===== src/rtl/encoder_sec_pkg.sv =====
/*
  Constants for the encoder port access security block: register indices,
  field positions, reset values and the memory port layout.
  Assumes a 32-bit register bus whose byte address is four times the index.
*/
package encoder_sec_pkg;
  // ==========================================================
  // register indices (byte address = index * 4)
  localparam logic [7:0] IDX_READ_ACCESS = 8'h17;
  localparam logic [7:0] IDX_WRITE_ACCESS = 8'h18;
  localparam logic [7:0] IDX_UPDATE_ENABLES = 8'h19;
  localparam logic [7:0] IDX_FENCE_TRIGGER = 8'h1a;
  localparam logic [7:0] IDX_FENCE_PROTECT = 8'h1b;
  localparam logic [7:0] IDX_FENCE_READ_VALUES = 8'h1c;
  localparam logic [7:0] IDX_FENCE_WRITE_VALUES = 8'h1d;
  // ==========================================================
  // field positions
  localparam int SUBIDS = 16;
  localparam int SUBID_W = 4;
  localparam int UPPER_HALF = 16; // write-side / trigger-type half of a word
  // ==========================================================
  // reset values
  localparam logic [31:0] RST_ACCESS = 32'h0000_0000;
  localparam logic [31:0] RST_UPDATE_ENABLES = 32'h0000_0000;
  localparam logic [31:0] RST_FENCE_TRIGGER = 32'h0000_0000;
  localparam logic [31:0] RST_FENCE_PROTECT = 32'h0000_0000;
  localparam logic [31:0] RST_FENCE_VALUES = 32'h0000_0000;
  localparam logic [31:0] RD_UNMAPPED = 32'h0000_0000;
endpackage


===== src/rtl/encoder_port_access_security.sv =====
/*
  Access security for the video encoder unit memory request ports, the
  electronic fence and the register slave on the peripheral bus.
  Assumes bus and request inputs synchronous to mclk; one access per cycle.
*/
`timescale 1ns/100ps
//
// Function
// - sub-ID n owns write bits 2n+1, 2n
// - secure write needs secure enable bit set
// - non-secure write needs its enable; reset zero
// - enable bit 16+n unlocks write bits
// - enable bit n unlocks read bits
// - update enables reset to zero
// - selected sub-ID read at level trips fence
// - trigger bit 16+n picks secure level
// - trigger bit n selects the source
// - protect word selects fenced write/read bits
// - fence copies stored bits for protected sub-IDs
module encoder_port_access_security #(
  parameter int ADDR_W = 12
) (
  input wire logic mclk,
  input wire logic resetn,
  input wire logic psel,
  input wire logic penable,
  input wire logic pwrite,
  input wire logic [ADDR_W-1:0] paddr,
  input wire logic [31:0] pwdata,
  output logic [31:0] prdata,
  output logic pready,
  output logic pslverr,
  input wire logic req_valid,
  input wire logic req_write,
  input wire logic req_secure,
  input wire logic [encoder_sec_pkg::SUBID_W-1:0] req_subid,
  output logic req_allow,
  output logic req_block,
  output logic fence_tripped
);
  // ==========================================================
  // register state
  logic [31:0] rd_access_reg, rd_access_next;
  logic [31:0] wr_access_reg, wr_access_next;
  logic [31:0] upd_en_reg, upd_en_next;
  logic [31:0] trig_reg, trig_next;
  logic [31:0] prot_reg, prot_next;
  logic [31:0] ef_rd_reg, ef_rd_next;
  logic [31:0] ef_wr_reg, ef_wr_next;
  logic [31:0] prdata_reg, prdata_next;
  logic pready_reg, pready_next;
  logic pslverr_reg, pslverr_next;
  logic allow_reg, allow_next;
  logic block_reg, block_next;
  logic trip_reg, trip_next;
  logic [31:0] rd_unlock, wr_unlock, rd_fence_mask, wr_fence_mask;
  logic [7:0] idx;
  logic setup, wr_setup, mapped, trig_hit;
  logic [4:0] bitsel;

  assign idx = paddr[9:2];
  assign setup = psel && !penable;
  assign wr_setup = setup && pwrite;
  assign bitsel = {req_subid, req_secure};

  // ==========================================================
  // per-pair masks: one enable bit covers both bits of a sub-ID
  always_comb
  begin
    for (int n = 0; n < encoder_sec_pkg::SUBIDS; n++)
    begin
      rd_unlock[2*n +: 2] = {2{upd_en_reg[n]}};
      wr_unlock[2*n +: 2] = {2{upd_en_reg[encoder_sec_pkg::UPPER_HALF+n]}};
      rd_fence_mask[2*n +: 2] = {2{prot_reg[n]}};
      wr_fence_mask[2*n +: 2] = {2{prot_reg[encoder_sec_pkg::UPPER_HALF+n]}};
    end
  end

  // ==========================================================
  // fence trigger on a selected read at the chosen level
  always_comb
  begin
    trig_hit = req_valid && !req_write && trig_reg[req_subid]
      && (trig_reg[encoder_sec_pkg::UPPER_HALF + req_subid] == req_secure);
  end

  // ==========================================================
  // request decision, registered so outputs come from flops
  always_comb
  begin
    allow_next = 1'b0;
    block_next = 1'b0;
    trip_next = trig_hit;
    if (req_valid)
    begin
      if (req_write)
        allow_next = wr_access_reg[bitsel];
      else
        allow_next = rd_access_reg[bitsel];
      block_next = !allow_next;
    end
  end

  // ==========================================================
  // register file next values; fence copy outranks a bus write
  // so software cannot race the lockdown in the same cycle
  always_comb
  begin
    rd_access_next = rd_access_reg;
    wr_access_next = wr_access_reg;
    upd_en_next = upd_en_reg;
    trig_next = trig_reg;
    prot_next = prot_reg;
    ef_rd_next = ef_rd_reg;
    ef_wr_next = ef_wr_reg;
    if (wr_setup)
    begin
      case (idx)
        encoder_sec_pkg::IDX_READ_ACCESS:
          rd_access_next = (rd_access_reg & ~rd_unlock) | (pwdata & rd_unlock);
        encoder_sec_pkg::IDX_WRITE_ACCESS:
          wr_access_next = (wr_access_reg & ~wr_unlock) | (pwdata & wr_unlock);
        encoder_sec_pkg::IDX_UPDATE_ENABLES: upd_en_next = pwdata;
        encoder_sec_pkg::IDX_FENCE_TRIGGER: trig_next = pwdata;
        encoder_sec_pkg::IDX_FENCE_PROTECT: prot_next = pwdata;
        encoder_sec_pkg::IDX_FENCE_READ_VALUES: ef_rd_next = pwdata;
        encoder_sec_pkg::IDX_FENCE_WRITE_VALUES: ef_wr_next = pwdata;
        default: ;
      endcase
    end
    if (trip_reg)
    begin
      rd_access_next = (rd_access_next & ~rd_fence_mask) | (ef_rd_reg & rd_fence_mask);
      wr_access_next = (wr_access_next & ~wr_fence_mask) | (ef_wr_reg & wr_fence_mask);
    end
  end

  // ==========================================================
  // bus slave: no wait states, answer prepared in the setup cycle
  always_comb
  begin
    mapped = 1'b1;
    case (idx)
      encoder_sec_pkg::IDX_READ_ACCESS: prdata_next = rd_access_reg;
      encoder_sec_pkg::IDX_WRITE_ACCESS: prdata_next = wr_access_reg;
      encoder_sec_pkg::IDX_UPDATE_ENABLES: prdata_next = upd_en_reg;
      encoder_sec_pkg::IDX_FENCE_TRIGGER: prdata_next = trig_reg;
      encoder_sec_pkg::IDX_FENCE_PROTECT: prdata_next = prot_reg;
      encoder_sec_pkg::IDX_FENCE_READ_VALUES: prdata_next = ef_rd_reg;
      encoder_sec_pkg::IDX_FENCE_WRITE_VALUES: prdata_next = ef_wr_reg;
      default:
      begin
        prdata_next = encoder_sec_pkg::RD_UNMAPPED;
        mapped = 1'b0;
      end
    endcase
    if (!setup || pwrite)
      prdata_next = encoder_sec_pkg::RD_UNMAPPED;
    pready_next = setup;
    pslverr_next = setup && !mapped;
  end

  // ==========================================================
  // state registers
  always_ff @(posedge mclk)
  begin
    if (!resetn)
    begin
      rd_access_reg <= encoder_sec_pkg::RST_ACCESS;
      wr_access_reg <= encoder_sec_pkg::RST_ACCESS;
      upd_en_reg <= encoder_sec_pkg::RST_UPDATE_ENABLES;
      trig_reg <= encoder_sec_pkg::RST_FENCE_TRIGGER;
      prot_reg <= encoder_sec_pkg::RST_FENCE_PROTECT;
      ef_rd_reg <= encoder_sec_pkg::RST_FENCE_VALUES;
      ef_wr_reg <= encoder_sec_pkg::RST_FENCE_VALUES;
      prdata_reg <= encoder_sec_pkg::RD_UNMAPPED;
      pready_reg <= 1'b0;
      pslverr_reg <= 1'b0;
      allow_reg <= 1'b0;
      block_reg <= 1'b0;
      trip_reg <= 1'b0;
    end
    else
    begin
      rd_access_reg <= rd_access_next;
      wr_access_reg <= wr_access_next;
      upd_en_reg <= upd_en_next;
      trig_reg <= trig_next;
      prot_reg <= prot_next;
      ef_rd_reg <= ef_rd_next;
      ef_wr_reg <= ef_wr_next;
      prdata_reg <= prdata_next;
      pready_reg <= pready_next;
      pslverr_reg <= pslverr_next;
      allow_reg <= allow_next;
      block_reg <= block_next;
      trip_reg <= trip_next;
    end
  end

  assign prdata = prdata_reg;
  assign pready = pready_reg;
  assign pslverr = pslverr_reg;
  assign req_allow = allow_reg;
  assign req_block = block_reg;
  assign fence_tripped = trip_reg;
endmodule // encoder_port_access_security


===== config.mk =====
export PLATFORM = sky130hd
export DESIGN_NAME = encoder_port_access_security
export DESIGN_NICKNAME = d
export VERILOG_FILES = /design/src/rtl/encoder_sec_pkg.sv /design/src/rtl/encoder_port_access_security.sv
export SDC_FILE = /design/constraint.sdc
export NUM_CORES = 1
export LEC_CHECK = 0
export ABC_AREA = 1
export BUFFER_PORTS_ARGS = -buffer_cell sky130_fd_sc_hd__buf_2
export CORE_MARGIN = 1
export CORE_UTILIZATION = 25
export CTS_CLUSTER_SIZE = 25
export DETAILED_ROUTE_END_ITERATION = 6
export PLACE_DENSITY = 0.36
export SYNTH_ARGS = -nofsm -noshare
export SYNTH_HDL_FRONTEND = slang
export SYNTH_SLANG_ARGS = --single-unit

===== constraint.sdc =====
create_clock -name mclk -period 2.1 [get_ports mclk]
set_input_delay 0.315 -clock mclk [delete_from_list [all_inputs] [get_ports mclk]]
set_output_delay 0.315 -clock mclk [all_outputs]
set_load 0.02 [all_outputs]

==> results of run 1 <==
power breakdown:
part	switching, mW	internal [mW]
logic	0.439	0.163
registers	0.00261	4.96
clock network	2.37	3.58
total	2.81	8.70
kinds of logic after synthesis:
family	after synthesis	synth area share (%)
buffers and inverters	353	11.2
AO/OA/AOI/OAI	602	27.7
flip-flops	261	43.1
AND/OR/NAND/NOR	505	17.9
routing by layer:
layer  wire length [um]  global-route usage [%]  share of wire, %
met1              24800                    28.8                47
met2              24500                    35.8                46
met3               2420                    2.86               4.5
met4               1600                    7.97               3.0
met5                  0                       0                 0
cell type report:
cell class | count | area share [%]
inverters | 249 | 6.27
repair buffers | 154 | 8.72
flip-flops and latches | 261 | 35.0
multi-input cells | 1107 | 37.3
clock buffers | 55 | 7.40
clock inverters | 5 | 0.168
well taps | 615 | 5.16
worst min-delay path, cell delays in order:
cell and delay, ps:
buf_4 130, clkinv_2 70, nor2_1 50
Yosys cell counts, types with 6 or more instances:
| cell type | instances | area (um^2) |
|---|---|---|
| o2111ai_1 | 6 | 52.6 |
| clkbuf_1 | 82 | 308 |
| o211ai_1 | 46 | 345 |
| o22ai_1 | 29 | 181 |
| nand2_1 | 290 | 1090 |
| a211oi_1 | 32 | 240 |
| nand3_1 | 101 | 505 |
| o21ai_0 | 182 | 911 |
| nand4_1 | 10 | 62.6 |
| o211a_1 | 14 | 140 |
| buf_2 | 11 | 55.1 |
| nand3_2 | 8 | 80.1 |
| buf_4 | 6 | 45.0 |
| nor2_1 | 83 | 312 |
| o221ai_1 | 6 | 52.6 |
| a21oi_1 | 262 | 1310 |
| o21ai_1 | 25 | 125 |
| inv_1 | 247 | 927 |
| dfxtp_1 | 261 | 5230 |
worst max path at each step:
stage	cells past startpoint	slack, ps	endpoint
after floorplan	10	450	prdata[12]
after global placement	12	80	prdata[4]
after detailed placement	11	90	prdata[16]
after CTS	2	310	fence_tripped
after global routing	2	290	fence_tripped
final	2	350	fence_tripped
==> flow_metrics.env, run 1 <==
export IMPL_status="finished, final reports clean"
export IMPL_dp_hpwl_um=36000
export IMPL_critPathBufInv=2
export IMPL_tns_ps=0
export IMPL_worstSetupStartpointType="register"
export IMPL_placed_cells=2386
export IMPL_numCtsBuffers=34
export IMPL_ys_ff_latch=261
export IMPL_clkLatencyLatePin_ps=550
export IMPL_cellLeakagePower_nw=5.80
export IMPL_drt_wl_total_um=53300
export IMPL_coreArea_um2=47700
export IMPL_drive_gt1_share_pct=12.7
export IMPL_crit_slowest_cell="dfxtp_1"
export IMPL_cts_sinks=261
export IMPL_cts_tree="done"
export IMPL_num_vias=12073
export IMPL_initial_core_util_pct=25.4
export IMPL_cts_setup_buffers=0
export IMPL_cap_violations=0
export IMPL_num_rows=80
export IMPL_min_path_cells=3
export IMPL_postLayoutCoreUtil_pct=31.2
export IMPL_critPathTopFamily="buffers and inverters"
export IMPL_crit_path_end_kind="primary output"
export IMPL_finalCriticalPeriod_ps=1750
export IMPL_final_common_cell="nand2_1"
export IMPL_setup_violations=0
export IMPL_vias_per_cell=4.94
export IMPL_htreeDepth=2
export IMPL_postSynthAreaPerCell_um2=7.04
export IMPL_clock_path_buffers=3
export IMPL_critical_path_arrival_ps=1440
export IMPL_io_buffers=88
export IMPL_vdd_drop_max_mv=0.410
export IMPL_cp_startpoint="fence_tripped"
export IMPL_drt_pre_antenna_iters=5
export IMPL_synth_edff_count=0
export IMPL_finalWorstSetupSlack_ps=349
export IMPL_min_path_type="input port to register"
export IMPL_finalHoldViolCount=0
export IMPL_ioPinCount=93
export IMPL_dieArea_um2=49400
export IMPL_area_growth_pct=23.1
export IMPL_min_to="pready"
export IMPL_hold_slack_ps=72.3
export IMPL_power_mw=11.5
export IMPL_grt_pass1_wl_um=79000
export IMPL_max_freq_ghz=0.571
export IMPL_cp_required_ps=1780
export IMPL_grt_start_max_net_pins=142
export IMPL_worstReg2RegStart="fence_tripped"
export IMPL_seq_area_frac_synth_pct=43.1
export IMPL_die_x_um=222
export IMPL_hold_buffers=0
export IMPL_ys_types=27
export IMPL_gp_congestion=0.812
export IMPL_fin_cells=2446
export IMPL_finalMaxSlewViolations=0
export IMPL_r2r_slack_ps=700
export IMPL_crit_chain="buf_4 -> buf_2"
export IMPL_relSlewSlack_pct=52.7
export IMPL_multi_input_area_um2=5560
export IMPL_routedWlPerCell_um=21.8
export IMPL_die_y_um=222
export IMPL_antenna_found_initial=0
export IMPL_ys_warn_count=0
export IMPL_synthCells=1721
export IMPL_clk_pin_slew_worst_paths_ps=60
export IMPL_postCtsResizedCells=0
export IMPL_synth_ff_type="dfxtp_1"
export IMPL_grt_total_usage_pct=21.7
export IMPL_grt_ovfl_total=0
export IMPL_power_density_nw_per_um2=772
export IMPL_fillers=5227
export IMPL_clock_skew_ps=13.3
export IMPL_mostFrequentLayoutCells="289 x nand2_1, 262 x a21oi_1, 261 x dfxtp_1"
export IMPL_final_seq_area_um2=5230
export IMPL_cts_root_buf="clkbuf_16"
export IMPL_first_iter_violations=865
export IMPL_period_share_pct=83.4
export IMPL_antenna_cells=0
export IMPL_min_delay_start="resetn"
export IMPL_rsz0062_at_grt="no"
export IMPL_grt_pass1_vias=11807
export IMPL_r2r_end="rd_access_reg[21]"
export IMPL_final_antenna_net_count=0
export IMPL_dp_slack_ps=87.8
export IMPL_crit_path_max_incr_delay_ps=330
export IMPL_r2r_cells=6
export IMPL_num_nets_final=1863
export IMPL_drc_errors=0
export IMPL_async_reset_ff_share_pct=0
export IMPL_syn_num_nets=1777
export IMPL_path_class="register to primary output"
export IMPL_post_dp_cell_area_um2=13800
export IMPL_synthesis_area_um2=12100
export IMPL_worst_pin_slew_ps=709
export IMPL_crit_path_max_fanout=15
export IMPL_fin_area_um2=14900
(Power assumes the default switching activity.)
==> run 2: changes to the inputs <==
PLACE_DENSITY = 0.37   (was 0.36)
clock period = 1.5 ns   (was 2.1 ns; I/O delays follow)
==> run 2 against run 1 <==
- global-route usage about the same
- non-clock buffer count rose by 65
- flip-flop and latch count stayed put
- clock power up 44%
- sequential power up 40%
- total power up 43%
- cell area grew 4.6%
- critical path depth unchanged
- clock-buffer cell count fell by 9
- first-iteration DRC count is 16% lower
- setup slack got worse by 310 ps
- utilization is 1.4 points higher
==> flow_metrics.env, run 2 (same netlist as run 1, synthesis figures left out) <==
export IMPL_status="finished, final reports clean"
export IMPL_num_rows=80
export IMPL_swShare_pct=24.1
export IMPL_route_met3_wl_um=2350
export IMPL_critical_path_arrival_ps=1240
export IMPL_worst_pin_slew_ps=581
export IMPL_period_share_pct=97.5
export IMPL_max_freq_ghz=0.684
export IMPL_post_dp_cell_area_um2=14400
export IMPL_num_nets_final=1928
export IMPL_cp_required_ps=1270
export IMPL_grt_ovfl_total=0
export IMPL_io_buffers=88
export IMPL_drc_errors=0
export IMPL_cts_root_buf="clkbuf_16"
export IMPL_grt_pass1_vias=12102
export IMPL_finalMaxSlewViolations=0
export IMPL_antenna_found_initial=0
export IMPL_cap_violations=0
export IMPL_grt_start_max_net_pins=85
export IMPL_p_comb_share_pct=5.7
export IMPL_drt_pre_antenna_iters=5
export IMPL_clk_pin_slew_worst_paths_ps=60
export IMPL_initial_core_util_pct=25.4
export IMPL_dp_hpwl_um=37600
export IMPL_area_growth_pct=28.8
export IMPL_multi_input_area_um2=5570
export IMPL_r2r_cells=9
export IMPL_coreArea_um2=47700
export IMPL_crit_path_end_kind="primary output"
export IMPL_cellLeakagePower_nw=6.16
export IMPL_clkLatencyLatePin_ps=550
export IMPL_mostFrequentLayoutCells="288 x nand2_1, 262 x a21oi_1, 260 x dfxtp_1"
export IMPL_dieArea_um2=49400
export IMPL_highest_layer="met4"
export IMPL_vdd_drop_max_mv=0.711
export IMPL_grt_pass1_wl_um=79700
export IMPL_finalCriticalPeriod_ps=1460
export IMPL_power_mw=16.4
export IMPL_p_int_mw=12.5
export IMPL_numCtsBuffers=34
export IMPL_finalHoldViolCount=0
export IMPL_rsz0062_at_grt="no"
export IMPL_cts_sinks=261
export IMPL_min_path_cells=3
export IMPL_power_density_nw_per_um2=1050
export IMPL_final_seq_area_um2=5230
export IMPL_ioPinCount=93
export IMPL_die_x_um=222
export IMPL_gp_congestion=0.839
export IMPL_min_path_type="input port to register"
export IMPL_die_y_um=222
export IMPL_drt_met1_wl_um=24600
export IMPL_grt_total_usage_pct=21.7
export IMPL_setup_violations=0
export IMPL_postLayoutCoreUtil_pct=32.7
export IMPL_relSlewSlack_pct=60.9
export IMPL_finalWorstSetupSlack_ps=37.5
export IMPL_fin_area_um2=15600
export IMPL_drive_gt1_share_pct=15.3
export IMPL_switchingPower_mw=3.96
export IMPL_clock_skew_ps=17.9
export IMPL_antenna_cells=0
export IMPL_fillers=5163
export IMPL_clkPwrFrac_pct=52.0
export IMPL_p_seq_share_pct=42.3
export IMPL_final_antenna_net_count=0
export IMPL_drt_wl_total_um=53200
export IMPL_worstSetupStartpointType="register"
export IMPL_cts_tree="done"
export IMPL_first_iter_violations=729
export IMPL_num_vias=12248
export IMPL_htreeDepth=2
export IMPL_vias_per_cell=4.88
export IMPL_wl_met2_um=24500
export IMPL_final_common_cell="nand2_1"
export IMPL_clock_path_buffers=3
export IMPL_routedWlPerCell_um=21.2
export IMPL_r2r_slack_ps=80
export IMPL_crit_path_max_fanout=6
export IMPL_dp_slack_ps=-401
export IMPL_path_class="register to primary output"
-- run 2: cell count changes in the layout (fill, tap and decap cells not counted), moves of 4 or more --
cell,previous run,this run
buf_4,38,79
buf_12,29,41
dlygate4sd3_1,0,11
clkbuf_8,11,5
bufinv_16,0,4
-- run 2: worst max-delay path: stages (launching register included) --
cell     delay [ps]
dfxtp_2         360
buf_6           160
buf_2           170
-- run 2: final timing paths --
path | startpoint | endpoint
worst max-delay path | fence_tripped | fence_tripped
worst min-delay path | pwdata[24] | ef_rd_reg[24]
worst max register to register | rd_access_reg[18] | req_allow
worst min register to register | trig_reg[19] | trig_reg[19]
-- run 2: layer usage --
layer	vias to the layer above	track usage, %
li1	6077	-
met1	5782	29.1
met2	302	35.4
met3	87	2.77
met4	0	8.31
met5	-	0
-- run 2: area by class of cell --
cell class              count  area share (%)
clock buffers              46            6.20
well taps                 615            4.93
multi-input cells        1107            35.7
flip-flops and latches    261            33.5
repair buffers            219            12.6
inverters                 249            6.00
clock inverters            12            1.08
-- run 2: timing repair --
action	CTS	global route
hold endpoints to repair	21	0
buffers inserted	0	0
gates resized for setup	2	2
hold buffers	11	0
setup endpoints to repair	1	3
-- run 2: metrics by stage --
stage	instances	setup TNS (ps)	hold slack [ps]
2_1_floorplan	1721	-1420	381
6_report	2509	0	23.5
3_3_place_gp	2440	-58940	454
3_5_place_dp	2440	-60900	455
5_1_grt	2509	0	40.9
4_1_cts	2509	0	0.0973
-- run 2: power by group through the flow --
stage | sequential [mW] | clock [mW] | combinational (mW)
2_1_floorplan | 7.10 | 0 | 0.382
3_3_place_gp | 7.10 | 0 | 0.921
3_5_place_dp | 7.10 | 0 | 0.916
4_1_cts | 6.94 | 8.76 | 0.942
5_1_grt | 6.94 | 9.02 | 1.01
6_report | 6.95 | 8.54 | 0.933
==> run 3: changes to the inputs <==
CORE_UTILIZATION = 54   (was 25)
PLACE_DENSITY = 0.72   (was 0.37)
RECOVER_POWER = 25   (was default)
==> run 3 against run 2 <==
- the run now ends with hold timing left
- cell count decreased by 14%
- clock-buffer cell count decreased by 4
- clock skew decreased by 10 ps
- cell area decreased by 5.5%
- total power decreased by 9.1%
- die area decreased by 53%
- flip-flop and latch count unchanged
- critical path type unchanged
- highest routed layer unchanged
==> flow_metrics.env, run 3 (same netlist as run 1, synthesis figures left out) <==
export IMPL_status="finished with violations"
export IMPL_violations="hold timing"
export IMPL_p_seq_share_pct=46.5
export IMPL_postLayoutCoreUtil_pct=67.4
export IMPL_p_int_mw=11.4
export IMPL_period_share_pct=98.3
export IMPL_min_path_type="input port to register"
export IMPL_switchingPower_mw=3.50
export IMPL_power_density_nw_per_um2=1010
export IMPL_grt_total_usage_pct=37.5
export IMPL_vias_per_cell=5.90
export IMPL_clk_pin_slew_worst_paths_ps=60
export IMPL_worstReg2RegStart="rd_access_reg[25]"
export IMPL_dp_hpwl_um=29600
export IMPL_final_antenna_net_count=0
export IMPL_finalHoldViolCount=1
export IMPL_coreArea_um2=21900
export IMPL_vdd_drop_max_mv=0.970
export IMPL_gp_congestion=0.972
export IMPL_first_iter_violations=1466
export IMPL_post_dp_cell_area_um2=13800
export IMPL_cts_setup_buffers=0
export IMPL_die_x_um=152
export IMPL_grt_pass1_wl_um=65900
export IMPL_cp_startpoint="fence_tripped"
export IMPL_antenna_found_initial=0
export IMPL_antenna_cells=0
export IMPL_grt_ovfl_total=0
export IMPL_worstSetupStartpointType="register"
export IMPL_r2r_slack_ps=140
export IMPL_finalMaxSlewViolations=0
export IMPL_swShare_pct=23.5
export IMPL_num_rows=54
export IMPL_power_mw=14.9
export IMPL_crit_path_end_kind="primary output"
export IMPL_cts_sinks=261
export IMPL_clkPwrFrac_pct=47.4
export IMPL_fin_area_um2=14700
export IMPL_worstSetupEndpoint="fence_tripped"
export IMPL_drt_wl_total_um=42900
export IMPL_num_vias=12724
export IMPL_mostFrequentLayoutCells="290 x nand2_1, 261 x a21oi_1, 260 x dfxtp_1"
export IMPL_hold_slack_ps=-3.00
export IMPL_num_nets_final=1911
export IMPL_initial_core_util_pct=55.3
export IMPL_drive_gt1_share_pct=14.3
export IMPL_p_comb_share_pct=6.0
export IMPL_cp_required_ps=1270
export IMPL_numCtsBuffers=28
export IMPL_finalCriticalPeriod_ps=1470
export IMPL_routedWlPerCell_um=19.9
export IMPL_crit_path_max_fanout=7
export IMPL_drc_errors=0
export IMPL_dieArea_um2=23000
export IMPL_drt_pre_antenna_iters=5
export IMPL_tns_ps=0
export IMPL_critical_path_arrival_ps=1250
export IMPL_cap_violations=0
export IMPL_clock_path_buffers=3
export IMPL_multi_input_area_um2=5550
export IMPL_relSlewSlack_pct=66.8
export IMPL_r2r_end="req_block"
export IMPL_path_class="register to primary output"
export IMPL_cts_tree="done"
export IMPL_clkLatencyLatePin_ps=550
export IMPL_grt_start_max_net_pins=63
export IMPL_grt_pass1_vias=11809
export IMPL_htreeDepth=1
export IMPL_max_freq_ghz=0.679
export IMPL_fillers=1944
export IMPL_worst_pin_slew_ps=493
export IMPL_cellLeakagePower_nw=5.97
export IMPL_clock_skew_ps=7.46
export IMPL_final_seq_area_um2=5230
export IMPL_area_growth_pct=21.7
export IMPL_setup_violations=0
export IMPL_cts_root_buf="clkbuf_16"
export IMPL_final_common_cell="nand2_1"
export IMPL_ioPinCount=93
export IMPL_r2r_cells=9
export IMPL_die_y_um=152
export IMPL_rsz0062_at_grt="no"
export IMPL_io_buffers=88
[run 3: changes by cell type in the layout (fill, tap and decap cells not counted), moves of 3 or more]
cell / before / now
buf_12: 41 / 33
clkbuf_16: 35 / 29
o21ai_0: 182 / 189
clkbuf_1: 6 / 11
o21ai_1: 25 / 18
dlygate4sd3_1: 11 / 6
clkbuf_2: 0 / 3
buf_4: 79 / 73
[run 3: how the worst min path moves through the flow]
stage / startpoint / endpoint / slack, ps / depth (start not counted)
after floorplan: psel / pready / 380 / 2
after global placement: trig_reg[3] / trig_reg[3] / 440 / 2
after detailed placement: trig_reg[12] / trig_reg[12] / 450 / 2
after CTS: pwdata[6] / trig_reg[6] / 0.7 / 3
after global routing: pwdata[27] / ef_wr_reg[27] / 20 / 3
final: pwdata[6] / trig_reg[6] / -3 / 3
[run 3: what timing repair did]
item,in CTS,in global routing
gates resized for setup,2,3
endpoints found under the setup margin,1,30
hold buffers,6,0
gates cloned,0,0
hold endpoints to repair,6,0
[run 3: power by group through the flow]
stage / Sequential (mW) / Clock [mW] / Combinational, mW
2_1_floorplan: 7.10 / 0 / 0.382
3_3_place_gp: 7.10 / 0 / 0.852
3_5_place_dp: 7.10 / 0 / 0.856
4_1_cts: 6.94 / 7.07 / 0.874
5_1_grt: 6.94 / 7.37 / 0.946
6_report: 6.94 / 7.07 / 0.899
[run 3: layer usage]
layer | global-route usage, % | wire [um] | vias to the layer above
li1 | - | - | 6031
met3 | 7.66 | 4990 | 151
met2 | 58.6 | 18800 | 778
met1 | 49.8 | 17100 | 5764
met5 | 0 | 0 | -
met4 | 16.9 | 2040 | 0
[run 3: per-stage QoR]
step,cells,setup WS [ps],hold WS (ps)
finish,2157,26.2,-3.00
global route,2157,9.54,15.4
CTS,2157,19.0,0.707
detailed placement,2099,-321,455
global placement,2099,-287,442
floorplan,1721,-28.4,381
[run 3: critical path: stages, from the launching register on]
cell	delay (ps)
dfxtp_2	370
buf_6	150
buf_2	170
[run 3: cell type report]
cell class	instances	share of cell area (%)
Clock buffer	42	5.66
Timing Repair Buffer	208	11.9
Clock inverter	10	0.679
Multi-Input combinational cell	1107	37.6
Tap cell	280	2.38
Sequential cell	261	35.4
Inverter	249	6.34
